### src/pgc_pkg.sv
// package for the pattern generator command path: register map, fields
// assumes a plain register port and one clock domain
package pgc_pkg;
    localparam logic [1:0] ADDR_COMMAND_LOW_WORD = 2'h0;
    localparam logic [1:0] ADDR_COMMAND_HIGH_WORD = 2'h1;
    localparam logic [1:0] ADDR_FILL = 2'h2;
    localparam int SIZE_LSB = 0;
    localparam int CHAN_LSB = 16;
    localparam int FIRST_BIT = 30;
    localparam int FINAL_BIT = 31;
    localparam int ERR_LSB = 0;
    localparam int MASK_LSB = 16;
    localparam int HIDE_START_BIT = 24;
    localparam int HIDE_END_BIT = 25;
    localparam int BUSY_BIT = 0;
    localparam int FILL_LSB = 7;
    localparam logic [31:0] REG_RESET = 32'h0;

    typedef struct packed {
        logic [15:0] size;
        logic [13:0] channel;
        logic firstSeg;
        logic finalSeg;
        logic [15:0] errVal;
        logic [7:0] mask;
        logic hideStart;
        logic hideEnd;
    } pgc_cmd_t;

    typedef enum logic [0:0] {
        PGC_IDLE,
        PGC_SEND
    } pgc_state_t;
endpackage : pgc_pkg

### src/pgc_command_path.sv
// command path of a streaming pattern generator: registers, command
// queue and segment sender
// assumes software on a plain register port and a sink that gives ready
//
// Strobed register access was chosen for this implementation.
`timescale 1ns/1ps
// Notes on behaviour
// - two 32-bit command words at offsets 0,1
// - push to queue only on low word write
// - low bits 15:0 give segment symbol count
// - non-final segments padded to whole beats
// - channel from low bits of field 29:16
// - bit 30 marks first segment, packet-only
// - bit 31 marks final segment, packet-only
// - high bits 15:0 drive error output
// - data XORed with mask bits 23:16
// - bit 24 hides start of packet
// - bit 25 hides end of packet
// - fill bits 15:7 show queued command count
// - busy while sending or commands queued
module pgc_command_path #(
    parameter int SYMBOLS_PER_BEAT = 4,
    parameter int SYMBOL_WIDTH = 8,
    parameter int CHANNEL_WIDTH = 8,
    parameter int QUEUE_DEPTH = 8,
    parameter bit SUPPORT_PACKETS = 1'b1
) (
    // clock and reset
    input wire logic clk,
    input wire logic nrst,
    // register port
    input wire logic [1:0] regAddr,
    input wire logic [31:0] regWrData,
    input wire logic regWr,
    input wire logic regRd,
    output logic [31:0] regRdData,
    // streaming source
    output logic srcValid,
    input wire logic srcReady,
    output logic [SYMBOLS_PER_BEAT*SYMBOL_WIDTH-1:0] srcData,
    output logic [CHANNEL_WIDTH-1:0] srcChannel,
    output logic [15:0] srcError,
    output logic srcStartOfPacket,
    output logic srcEndOfPacket,
    output logic [$clog2(SYMBOLS_PER_BEAT+1)-1:0] srcEmpty,
    // status
    output logic busy
);
    localparam int DW = SYMBOLS_PER_BEAT * SYMBOL_WIDTH;
    localparam int CW = $bits(pgc_pkg::pgc_cmd_t);
    localparam int QCW = $clog2(QUEUE_DEPTH + 1);
    localparam int EW = $clog2(SYMBOLS_PER_BEAT + 1);
    initial
    begin
        if (CHANNEL_WIDTH < 1 || CHANNEL_WIDTH > 14)
            $error("channel width must be 1 to 14");
        if (SYMBOLS_PER_BEAT < 1 || SYMBOL_WIDTH < 8)
            $error("need at least one symbol of at least 8 bits");
        if (QCW > 9)
            $error("queue depth too large for fill field");
    end

    logic [31:0] cmdLo_r;
    logic [31:0] cmdHi_r;
    pgc_pkg::pgc_cmd_t pushCmd;
    pgc_pkg::pgc_cmd_t headCmd;
    pgc_pkg::pgc_cmd_t cur_r;
    logic [CW-1:0] headBits;
    logic qInReady;
    logic qOutValid;
    logic qOutReady;
    logic [QCW-1:0] qCount;
    logic loWrite;
    pgc_pkg::pgc_state_t state_r;
    logic [16:0] left_r;
    logic firstBeat_r;
    logic [7:0] pattern_r;
    logic beatTaken;
    logic lastBeat;
    logic [16:0] beatSyms;
    logic [DW-1:0] rawData;
    logic [DW-1:0] maskWide;

    // registers
    assign loWrite = regWr && (regAddr == pgc_pkg::ADDR_COMMAND_LOW_WORD);
    always_ff @(posedge clk)
    begin
        if (!nrst)
        begin
            cmdLo_r <= pgc_pkg::REG_RESET;
            cmdHi_r <= pgc_pkg::REG_RESET;
        end
        else if (regWr)
        begin
            if (regAddr == pgc_pkg::ADDR_COMMAND_LOW_WORD)
                cmdLo_r <= regWrData;
            if (regAddr == pgc_pkg::ADDR_COMMAND_HIGH_WORD)
                cmdHi_r <= regWrData;
        end
    end

    always_ff @(posedge clk)
    begin
        if (!nrst)
            regRdData <= '0;
        else if (regRd)
        begin
            unique case (regAddr)
                pgc_pkg::ADDR_COMMAND_LOW_WORD: regRdData <= cmdLo_r;
                pgc_pkg::ADDR_COMMAND_HIGH_WORD: regRdData <= cmdHi_r;
                pgc_pkg::ADDR_FILL:
                begin
                    regRdData <= '0;
                    regRdData[pgc_pkg::BUSY_BIT] <= busy;
                    regRdData[pgc_pkg::FILL_LSB +: QCW] <= qCount;
                end
                default: regRdData <= '0;
            endcase
        end
    end

    // the pushed command takes the fresh low word and the stored high word
    always_comb
    begin
        pushCmd.size = regWrData[pgc_pkg::SIZE_LSB +: 16];
        pushCmd.channel = regWrData[pgc_pkg::CHAN_LSB +: 14];
        pushCmd.firstSeg = regWrData[pgc_pkg::FIRST_BIT]
            && SUPPORT_PACKETS;
        pushCmd.finalSeg = regWrData[pgc_pkg::FINAL_BIT]
            && SUPPORT_PACKETS;
        pushCmd.errVal = cmdHi_r[pgc_pkg::ERR_LSB +: 16];
        pushCmd.mask = cmdHi_r[pgc_pkg::MASK_LSB +: 8];
        pushCmd.hideStart = cmdHi_r[pgc_pkg::HIDE_START_BIT];
        pushCmd.hideEnd = cmdHi_r[pgc_pkg::HIDE_END_BIT];
    end

    // a write while the queue is full is dropped; software reads fill first
    pgc_fifo #(
        .WIDTH(CW),
        .DEPTH(QUEUE_DEPTH)
    ) u_queue (
        .clk(clk),
        .nrst(nrst),
        .inValid(loWrite),
        .inReady(qInReady),
        .inData(pushCmd),
        .outValid(qOutValid),
        .outReady(qOutReady),
        .outData(headBits),
        .count(qCount)
    );
    assign headCmd = pgc_pkg::pgc_cmd_t'(headBits);
    assign qOutReady = (state_r == pgc_pkg::PGC_IDLE);

    // segment sender
    assign beatTaken = srcValid && srcReady;
    assign lastBeat = (left_r <= 17'(SYMBOLS_PER_BEAT));
    always_ff @(posedge clk)
    begin
        if (!nrst)
        begin
            state_r <= pgc_pkg::PGC_IDLE;
            cur_r <= '0;
            left_r <= '0;
            firstBeat_r <= 1'b0;
        end
        else
        begin
            unique case (state_r)
                pgc_pkg::PGC_IDLE:
                begin
                    if (qOutValid)
                    begin
                        cur_r <= headCmd;
                        left_r <= {1'b0, headCmd.size};
                        firstBeat_r <= 1'b1;
                        state_r <= pgc_pkg::PGC_SEND;
                    end
                end
                pgc_pkg::PGC_SEND:
                begin
                    if (beatTaken)
                    begin
                        firstBeat_r <= 1'b0;
                        if (lastBeat)
                        begin
                            left_r <= '0;
                            state_r <= pgc_pkg::PGC_IDLE;
                        end
                        else
                            left_r <= left_r - 17'(SYMBOLS_PER_BEAT);
                    end
                end
            endcase
        end
    end

    // incrementing byte pattern, one count per symbol
    always_ff @(posedge clk)
    begin
        if (!nrst)
            pattern_r <= '0;
        else if (beatTaken)
            pattern_r <= pattern_r + 8'(SYMBOLS_PER_BEAT);
    end

    genvar s;
    generate
        for (s = 0; s < SYMBOLS_PER_BEAT; s = s + 1)
        begin : g_sym
            assign rawData[(SYMBOLS_PER_BEAT-1-s)*SYMBOL_WIDTH +: SYMBOL_WIDTH]
                = SYMBOL_WIDTH'(pattern_r + 8'(s));
            assign maskWide[s*SYMBOL_WIDTH +: SYMBOL_WIDTH]
                = SYMBOL_WIDTH'(cur_r.mask);
        end
    endgenerate

    // a zero-size segment still sends one beat so the command completes
    assign beatSyms = lastBeat ? left_r : 17'(SYMBOLS_PER_BEAT);
    assign srcValid = (state_r == pgc_pkg::PGC_SEND);
    assign srcData = rawData ^ maskWide;
    assign srcChannel = cur_r.channel[CHANNEL_WIDTH-1:0];
    assign srcError = cur_r.errVal;
    assign srcStartOfPacket = srcValid && firstBeat_r && cur_r.firstSeg
        && !cur_r.hideStart;
    assign srcEndOfPacket = srcValid && lastBeat && cur_r.finalSeg
        && !cur_r.hideEnd;
    // padding: only the final segment may end on a partial beat
    assign srcEmpty = (srcValid && lastBeat && cur_r.finalSeg
        && beatSyms != 17'd0)
        ? EW'(17'(SYMBOLS_PER_BEAT) - beatSyms) : '0;
    assign busy = srcValid || qOutValid;

    property p_push_count;
        @(posedge clk) disable iff (!nrst)
        (loWrite && qInReady && !qOutReady) |=> qCount == $past(qCount) + 1;
    endproperty
    a_push_count: assert property (p_push_count)
        else $error("low word write did not enter the queue");

    property p_hi_no_push;
        @(posedge clk) disable iff (!nrst)
        (regWr && regAddr == pgc_pkg::ADDR_COMMAND_HIGH_WORD && !qOutReady)
        |=> qCount == $past(qCount);
    endproperty
    a_hi_no_push: assert property (p_hi_no_push)
        else $error("high word write changed queue fill");

    property p_busy;
        @(posedge clk) disable iff (!nrst)
        (qCount != '0 || state_r == pgc_pkg::PGC_SEND) |-> busy;
    endproperty
    a_busy: assert property (p_busy)
        else $error("busy low while work pending");

    property p_hide_start;
        @(posedge clk) disable iff (!nrst)
        cur_r.hideStart |-> !srcStartOfPacket;
    endproperty
    a_hide_start: assert property (p_hide_start)
        else $error("start asserted while hidden");

    property p_hide_end;
        @(posedge clk) disable iff (!nrst)
        cur_r.hideEnd |-> !srcEndOfPacket;
    endproperty
    a_hide_end: assert property (p_hide_end)
        else $error("end asserted while hidden");

    property p_pad;
        @(posedge clk) disable iff (!nrst)
        (srcValid && !cur_r.finalSeg) |-> srcEmpty == '0;
    endproperty
    a_pad: assert property (p_pad)
        else $error("non-final segment ended on partial beat");

    property p_take;
        @(posedge clk) disable iff (!nrst)
        (state_r == pgc_pkg::PGC_IDLE && qOutValid)
        |=> srcValid && cur_r == $past(headCmd);
    endproperty
    a_take: assert property (p_take)
        else $error("head command not taken in order");

    property p_err;
        @(posedge clk) disable iff (!nrst)
        srcValid |-> srcError == cur_r.errVal;
    endproperty
    a_err: assert property (p_err)
        else $error("error output differs from command");

    // beats taken in the current segment, judged against its size field
    logic [16:0] segBeats_r;
    logic [16:0] wantBeats;
    always_ff @(posedge clk)
    begin
        if (!nrst)
            segBeats_r <= '0;
        else if (state_r == pgc_pkg::PGC_IDLE)
            segBeats_r <= '0;
        else if (beatTaken)
            segBeats_r <= segBeats_r + 17'h1;
    end
    assign wantBeats = (cur_r.size == 16'h0) ? 17'h1
        : 17'(({1'b0, cur_r.size} + 17'(SYMBOLS_PER_BEAT - 1))
        / 17'(SYMBOLS_PER_BEAT));

    property p_seg_beats;
        @(posedge clk) disable iff (!nrst)
        (beatTaken && lastBeat) |-> segBeats_r + 17'h1 == wantBeats;
    endproperty
    a_seg_beats: assert property (p_seg_beats)
        else $error("segment beat count differs from size");

    property p_start_first;
        @(posedge clk) disable iff (!nrst)
        srcStartOfPacket |-> segBeats_r == '0;
    endproperty
    a_start_first: assert property (p_start_first)
        else $error("start marked on a later beat");

    property p_end_last;
        @(posedge clk) disable iff (!nrst)
        srcEndOfPacket |-> segBeats_r + 17'h1 == wantBeats;
    endproperty
    a_end_last: assert property (p_end_last)
        else $error("end marked before the last beat");

    property p_idle_gap;
        @(posedge clk) disable iff (!nrst)
        (beatTaken && lastBeat) |=> !srcValid;
    endproperty
    a_idle_gap: assert property (p_idle_gap)
        else $error("next segment started without a gap");

    property p_stall_hold;
        @(posedge clk) disable iff (!nrst)
        (srcValid && !srcReady) |=> srcValid && $stable(srcData)
            && $stable(srcChannel) && $stable(srcError)
            && $stable(srcStartOfPacket) && $stable(srcEndOfPacket)
            && $stable(srcEmpty);
    endproperty
    a_stall_hold: assert property (p_stall_hold)
        else $error("beat changed while stalled");

    property p_full_drop;
        @(posedge clk) disable iff (!nrst)
        (loWrite && !qInReady && !qOutReady) |=> qCount == $past(qCount);
    endproperty
    a_full_drop: assert property (p_full_drop)
        else $error("push into a full queue changed fill");

    property p_fill_read;
        @(posedge clk) disable iff (!nrst)
        (regRd && regAddr == pgc_pkg::ADDR_FILL)
        |=> regRdData[pgc_pkg::FILL_LSB +: QCW] == $past(qCount)
            && regRdData[pgc_pkg::BUSY_BIT] == $past(busy);
    endproperty
    a_fill_read: assert property (p_fill_read)
        else $error("fill read differs from queue state");
endmodule : pgc_command_path

### src/pgc_fifo.sv
// synchronous valid/ready fifo for commands
// assumes one clock and a synchronous active-low reset
`timescale 1ns/1ps
module pgc_fifo #(
    parameter int WIDTH = 58,
    parameter int DEPTH = 8
) (
    // clock and reset
    input wire logic clk,
    input wire logic nrst,
    // fill side
    input wire logic inValid,
    output logic inReady,
    input wire logic [WIDTH-1:0] inData,
    // drain side
    output logic outValid,
    input wire logic outReady,
    output logic [WIDTH-1:0] outData,
    // occupancy
    output logic [$clog2(DEPTH+1)-1:0] count
);
    localparam int AW = (DEPTH > 1) ? $clog2(DEPTH) : 1;
    localparam int NW = $clog2(DEPTH + 1);
    localparam logic [NW-1:0] FULL = NW'(DEPTH);
    initial
    begin
        if (DEPTH < 2 || (DEPTH & (DEPTH - 1)) != 0)
            $error("pgc_fifo depth must be a power of two, at least 2");
    end
    logic [WIDTH-1:0] mem [DEPTH];
    logic [AW-1:0] wrPtr_r;
    logic [AW-1:0] rdPtr_r;
    logic [$clog2(DEPTH+1)-1:0] count_r;
    logic push;
    logic pop;
    assign inReady = (count_r != FULL);
    assign outValid = (count_r != '0);
    assign push = inValid && inReady;
    assign pop = outValid && outReady;
    assign outData = mem[rdPtr_r];
    assign count = count_r;
    always_ff @(posedge clk)
    begin
        if (push)
            mem[wrPtr_r] <= inData;
    end
    always_ff @(posedge clk)
    begin
        if (!nrst)
        begin
            wrPtr_r <= '0;
            rdPtr_r <= '0;
            count_r <= '0;
        end
        else
        begin
            if (push)
                wrPtr_r <= wrPtr_r + 1'b1;
            if (pop)
                rdPtr_r <= rdPtr_r + 1'b1;
            if (push && !pop)
                count_r <= count_r + 1'b1;
            else if (pop && !push)
                count_r <= count_r - 1'b1;
        end
    end
endmodule : pgc_fifo

### config.mk
export PLATFORM = sky130hd
export DESIGN_NAME = pgc_command_path
export DESIGN_NICKNAME = d
export VERILOG_FILES = /design/src/pgc_pkg.sv /design/src/pgc_command_path.sv /design/src/pgc_fifo.sv
export SDC_FILE = /design/constraint.sdc
export NUM_CORES = 1
export LEC_CHECK = 0
export BUFFER_PORTS_ARGS = -buffer_cell sky130_fd_sc_hd__buf_2
export CAP_MARGIN = 15
export CELL_PAD_IN_SITES_DETAIL_PLACEMENT = 1
export CELL_PAD_IN_SITES_GLOBAL_PLACEMENT = 1
export CORE_ASPECT_RATIO = 1.25
export CORE_MARGIN = 2
export CORE_UTILIZATION = 51
export DETAILED_ROUTE_END_ITERATION = 6
export HOLD_SLACK_MARGIN = 0.12
export PLACE_DENSITY = 0.91
export SYNTH_ARGS = -nofsm -noshare
export SYNTH_HDL_FRONTEND = slang
export SYNTH_SLANG_ARGS = --single-unit
### constraint.sdc
create_clock -name clk -period 6.6 [get_ports clk]
set_input_delay 0.33 -clock clk [delete_from_list [all_inputs] [get_ports clk]]
set_output_delay 0.33 -clock clk [all_outputs]
set_load 0.1 [all_outputs]
==> flow_metrics.py, run 1 <==
metrics = {
    "yosys": {
        "synth-edff-count": 416,
        "synthTopCellsByArea": "edfxtp_1, dfxtp_1, mux4_2, mux2i_1, nand2_1",
        "synthArstFlopShare_pct": 0,
        "syn-cell-area_sq_um": 22890,
        "ys_seq_elements": 586,
        "yosys_warnings": 0,
        "seq_area_frac_synth_pct": 69.44,
        "netlist_instances": 1513,
        "yosys.area.top_type_share_pct": 54.57,
        "syn_nets": 1562,
        "synth_largest_area_cell": "edfxtp_1",
        "synth_area_per_cell_sq_um": 15.13,
        "yosysUniqueCellTypes": 58,
        "synthFlopType": "edfxtp_1",
    },
    "clock_tree": {
        "numCtsBuffers": 55,
        "clkTransAtPathRegs_ns": 0.06,
        "htreeDepth": 2,
        "cts_tree": "built",
        "clkLatencyLatePin_ns": 0.63,
        "cts_buffer_depth": 3,
        "clock-root-buffer": "clkbuf_16",
        "cts.sinks": 586,
    },
    "critical_path": {
        "rr_worst_depth": 12,
        "critPathKind": "flip-flop to flip-flop",
        "crit_chain": "nor4_1 > nor2_4 > buf_4 > inv_1 > ha_1 > inv_1 > ha_1 > a21o_1 > a21oi_1 > xnor2_1 > or3_1 > a21oi_1",
        "end_kind": "flip-flop",
        "endpoint": "u_queue.count[3]",
        "cp_max_fo": 78,
        "cp-startpoint": "u_queue.count[3]",
        "cp-start-kind": "flip-flop",
        "max_stage_delay_ns": 0.82,
        "cp.required_ns": 7.12,
        "cp.arrival_ns": 4.42,
        "cp_slowest_cell": "nor4_1",
        "r2r_start": "u_queue.count[3]",
        "r2r-end": "u_queue.count[3]",
        "reg2reg_slack_ns": 2.71,
    },
    "layout": {
        "layout_commonest_cell": "edfxtp_1",
        "syn2layout_area_growth_pct": 14.13,
        "fin_util_pct": 59.07,
        "ff_latch_area_sq_um": 15910,
        "layout_common_cells": "edfxtp_1, nand2_1, dfxtp_1",
        "layout-drive-gt1-share_pct": 22.46,
        "nFillCells": 4064,
        "n_antenna_cell": 0,
        "fin_nets": 1676,
        "multiInputGateArea_sq_um": 6259,
        "final_area_sq_um": 26130,
    },
    "placed_design": {
        "port_buffers": 133,
        "dp_hpwl_um": 38070,
        "post_dp_cell_area_sq_um": 23760,
        "gp_congestion": 0.8707,
        "dpl_worst_slack_ns": 2.643,
    },
    "pwr": {
        "p_sw_share_pct": 35.92,
        "p_clk_share_pct": 31.8,
        "ir_worst_vdd_mv": 0.2988,
        "power_density_nw_per_um2": 410.0,
        "p_sw_w": 0.003848,
        "p_int_w": 0.006864,
        "p_leak_nw": 8.864,
        "seq_power_share_pct": 41.0,
        "pwr-share-comb_pct": 27.2,
    },
    "route": {
        "first_pass_iters": 6,
        "antenna_left": 0,
        "drc": 0,
        "wl_per_cell_um": 29.63,
        "drt_wl_total_um": 66550,
        "vias_per_cell": 6.381,
        "vias": 14330,
        "drtIter0Drc": 1750,
    },
    "job": {
        "drv_cap": 0,
    },
    "global_route": {
        "grtUsageMet2_pct": 49.74,
        "grt_pass1_wl_um": 98140,
        "grt_pass1_vias": 15350,
        "grt_use_met1_pct": 33.91,
        "groute.layer.met3.usage_pct": 5.031,
        "grt_busiest_layer": "met2",
        "antenna_found_initial": 0,
        "grt_start_max_net_pins": 97,
        "overflow": 0,
        "grt_usage_pct": 28.33,
    },
    "floorplanning": {
        "num_rows": 86,
        "die_y_um": 240.9,
        "io_pins": 134,
        "fp.coreArea_sq_um": 44220,
        "start_util_pct": 51.76,
        "die_w_um": 193.5,
        "dieArea_sq_um": 46610,
    },
    "sta": {
        "setup_slack_ns": 2.705,
        "tns_ns": 0,
        "finalCriticalPeriod_ns": 3.895,
        "fmax_mhz": 256.8,
        "fin_crit_sh_pct": 59.01,
        "rsz0062_at_grt": "no",
        "skew_ns": 0.01801,
        "setup_viol": 0,
        "tightest_slew_ns": 1.134,
        "drv_slew": 0,
        "maxSlewHeadroom_pct": 24.40,
        "hold_violations": 0,
    },
    "min_path": {
        "hold_class": "input pin to flip-flop",
    },
    "run_status": {
        "outcome": "complete, no violations",
    },
}
## worst min path at each step
stage | start | end | slack [ns] | cells after the start
floorplan | regWrData[31] | u_queue.mem[0][26] | 0.43 | 0
global placement | cmdLo_r[28] | cmdLo_r[28] | 0.44 | 2
detailed placement | firstBeat_r | firstBeat_r | 0.46 | 2
CTS | regRd | regRdData[7] | 0.13 | 2
global route | regRd | regRdData[7] | 0.17 | 2
finish | regRd | regRdData[7] | 0.17 | 3
## synthesized netlist by cell type (all sizes together), types with 5 or more instances
library cell	count
a211oi	43
edfxtp	416
or4	5
mux4	102
xor2	12
nand2	168
a31oi	10
nor2	137
xnor2	5
inv	12
nor4	6
mux2i	81
o21ai	10
clkbuf	52
a21oi	119
nor3	10
ha	9
buf	84
nand2b	5
dfxtp	170
nand3	5
## state kept, by name, indices dropped and copies added, names as in the netlist, named ones only
signal	flops
u_queue.wrPtr_r	3
cmdLo_r	32
cmdHi_r	32
regRdData	32
u_queue.rdPtr_r	3
srcError	16
left_r	17
firstBeat_r	1
u_queue.mem	416
cur_r	12
srcChannel	8
pattern_r	6
u_queue.count	4
srcValid	1
## stage by stage
stage                     hold slack [ns]  power [W]  instances
after CTS                          0.1349    0.01068       2241
after global routing               0.1725    0.01101       2246
final                              0.1721    0.01071       2246
after global placement             0.4406   0.007121       2104
after detailed placement           0.4555   0.007255       2104
after floorplan                    0.4289   0.006746       1513
## cells by family after synthesis
group / synth area share [%]
flops: 69.44
simple gates: 6.641
compound gates: 5.493
mux: 13.68
buf+inv: 3.520
xor+xnor: 0.6504
fa+ha+maj: 0.5794
## layout make-up
class,count,share of cell area [%]
multi-input cells,778,23.96
clock buffers,73,6.039
well taps,572,2.739
repair buffers,193,4.837
clock inverters,31,1.346
inverters,13,0.1964
flip-flops and latches,586,60.89
## repair_timing
item,in CTS,in global routing
setup endpoints to repair,0,0
gates resized for setup,0,0
hold buffers,33,0
buffers inserted,0,0
hold endpoints to repair,266,0
## critical path, delay by kind of cell (launching register included)
family / cells / cell delay, ns
AOI/OAI and AO/OA: 3 / 0.66
adders and majority gates: 2 / 0.57
DFF: 1 / 0.40
and+or+nand+nor: 3 / 1.20
xor gates and xnor gates: 1 / 0.14
buffers and inverters: 3 / 0.82
## metal layers
layer  wire length, um  share of wire [%]  up-vias
met2             34470                 52      938
met4              2998                4.5        0
met1             23730                 36     7305
met3              5348                8.0      210
li1                  -                  -     5878
met5                 0                  0        -
## power groups by stage
stage                     Clock, W  Combinational [W]  Sequential, W
after floorplan                  0            0.00241        0.00433
after global placement           0            0.00269        0.00443
after detailed placement         0            0.00280        0.00445
after CTS                  0.00341            0.00288        0.00439
after global routing       0.00355            0.00304        0.00441
final                      0.00341            0.00291        0.00439
(Power assumes the default switching activity.)
==> inputs of run 2 (changes only) <==
==> constraint.sdc (replaced) <==
create_clock -name clk -period 3.81 [get_ports clk]
set_input_delay 0.1905 -clock clk [delete_from_list [all_inputs] [get_ports clk]]
set_output_delay 0.1905 -clock clk [all_outputs]
set_load 0.1 [all_outputs]
==> run 2 against run 1 <==
Design area grew 0.26%. Combinational power rose by 80%. Core utilization rose by 0.16 points. Non-clock buffer count is 15 higher. Critical path type is now flip-flop to primary output. Highest routed layer unchanged.
==> flow_metrics.py, run 2 (synthesis results as in run 1) <==
metrics = {
    "floorplanning": {
        "die_y_um": 240.9,
        "start_util_pct": 51.76,
        "dieArea_sq_um": 46610,
        "num_rows": 86,
        "die_w_um": 193.5,
        "fp.coreArea_sq_um": 44220,
        "io_pins": 134,
    },
    "sta": {
        "fmax_mhz": 281.5,
        "drv_slew": 0,
        "tns_ns": 0,
        "fin_crit_sh_pct": 93.24,
        "tightest_slew_ns": 1.315,
        "rsz0062_at_grt": "no",
        "setup_viol": 0,
        "fin_hold_ws_ns": 0.2090,
        "hold_violations": 0,
        "maxSlewHeadroom_pct": 11.68,
        "finalCriticalPeriod_ns": 3.553,
        "skew_ns": 0.03113,
    },
    "route": {
        "drtIter0Drc": 1933,
        "drc": 0,
        "first_pass_iters": 6,
        "vias_per_cell": 6.656,
        "antenna_left": 0,
        "vias": 15020,
        "drt_wl_total_um": 73140,
        "wl_per_cell_um": 32.42,
    },
    "critical_path": {
        "cp-startpoint": "left_r[4]",
        "end_kind": "primary output",
        "cp.depth": 8,
        "cp_max_fo": 9,
        "crit_family": "simple AND/OR/NAND/NOR gates",
        "crit_buf_inv": 2,
        "cp.required_ns": 3.62,
        "r2r-end": "u_queue.count[3]",
        "rr_worst_depth": 11,
        "endpoint": "srcEmpty[1]",
        "crit_chain": "nor4_4 > nand3_1 > nor2_1 > nand2_1 > ha_1 > inv_1 > a211oi_1 > buf_2",
        "critPathKind": "flip-flop to primary output",
        "max_stage_delay_ns": 0.48,
        "reg2reg_slack_ns": 0.53,
        "r2r_start": "u_queue.count[0]",
        "cp-start-kind": "flip-flop",
        "cp_slowest_cell": "nor4_4",
        "cp.arrival_ns": 3.36,
    },
    "clock_tree": {
        "htreeDepth": 2,
        "clkLatencyLatePin_ns": 0.63,
        "cts_buffer_depth": 3,
        "clock-root-buffer": "clkbuf_16",
        "numCtsBuffers": 52,
        "clkTransAtPathRegs_ns": 0.07,
        "cts_tree": "built",
        "cts_setup_buffers": 0,
        "cts.sinks": 586,
    },
    "layout": {
        "layout-drive-gt1-share_pct": 22.88,
        "nFillCells": 4041,
        "fin_util_pct": 59.23,
        "largest_register_ff_count": 416,
        "layout_commonest_cell": "edfxtp_1",
        "fin_nets": 1688,
        "layout_common_cells": "edfxtp_1, nand2_1, dfxtp_1",
        "syn2layout_area_growth_pct": 14.43,
        "regMostFlops": "u_queue.mem",
    },
    "pwr": {
        "power_density_nw_per_um2": 709.1,
        "power_w": 0.01857,
        "p_leak_nw": 8.865,
        "ir_worst_vdd_mv": 0.5102,
    },
    "placed_design": {
        "dp_hpwl_um": 39820,
        "gp_congestion": 0.8744,
        "port_buffers": 133,
    },
    "run_status": {
        "outcome": "complete, no violations",
    },
    "global_route": {
        "grt_pass1_wl_um": 108200,
        "antenna_found_initial": 1,
        "overflow": 0,
        "grt_usage_pct": 31.49,
        "grt_start_max_net_pins": 78,
        "grt_pass1_vias": 15980,
    },
    "min_path": {
        "hold_class": "input pin to flip-flop",
        "worstHoldStart": "regAddr[1]",
    },
    "job": {
        "drv_cap": 0,
    },
}
==> run 2: final cells by class <==
class                      instances  area, sq um  share of cell area, %
antenna                            1        2.502               0.009553
inverter                          13        51.30                 0.1958
clock inverter                    32        389.1                  1.486
timing repair buffer             208         1404                  5.359
clock buffer                      66         1455                  5.555
multi-input combinational        778         6270                  23.94
tap                              572        715.7                  2.732
sequential                       586        15910                  60.73
==> run 2: what timing repair did <==
item / in CTS / in global routing
gates resized for setup: 0 / 0
hold buffers: 35 / 0
endpoints found under the hold margin: 285 / 0
==> run 2: worst min-delay path by stage <==
stage                    endpoint  slack [ns]  depth (start not counted)
2_1_floorplan  u_queue.mem[0][26]        0.29                          0
3_3_place_gp          cmdLo_r[23]        0.44                          2
3_5_place_dp          cmdLo_r[17]        0.45                          2
4_1_cts              regRdData[0]        0.14                          3
5_1_grt              regRdData[0]        0.22                          3
6_report             regRdData[0]        0.21                          3
==> run 2: per-layer routing <==
layer / up-vias / track usage, % / wire [um]
li1: 5896 / - / -
met5: - / 0 / 0
met4: 0 / 19.36 / 4799
met3: 326 / 5.157 / 5914
met1: 7675 / 37.42 / 25580
met2: 1118 / 54.22 / 36850
==> run 2: tightest hold or removal path: stages <==
cell	delay, ns
buf_2	0.31
a211o_1	0.19
a31oi_1	0.08
==> run 2: through the flow <==
| step | cell area (sq um) | cells | worst slack, ns |
|---|---|---|---|
| 2_1_floorplan | 22920 | 1513 | -0.3933 |
| 3_3_place_gp | 24000 | 2122 | 1.039 |
| 3_5_place_dp | 24000 | 2122 | 0.8623 |
| 4_1_cts | 26190 | 2255 | 0.4062 |
| 5_1_grt | 26190 | 2256 | 0.1692 |
| 6_report | 26190 | 2256 | 0.2575 |
==> run 2: where the power goes <==
| group | internal (W) | switching [W] |
|---|---|---|
| combinational | 0.00141 | 0.00383 |
| sequential | 0.00711 | 0.000482 |
| clock | 0.00315 | 0.00259 |
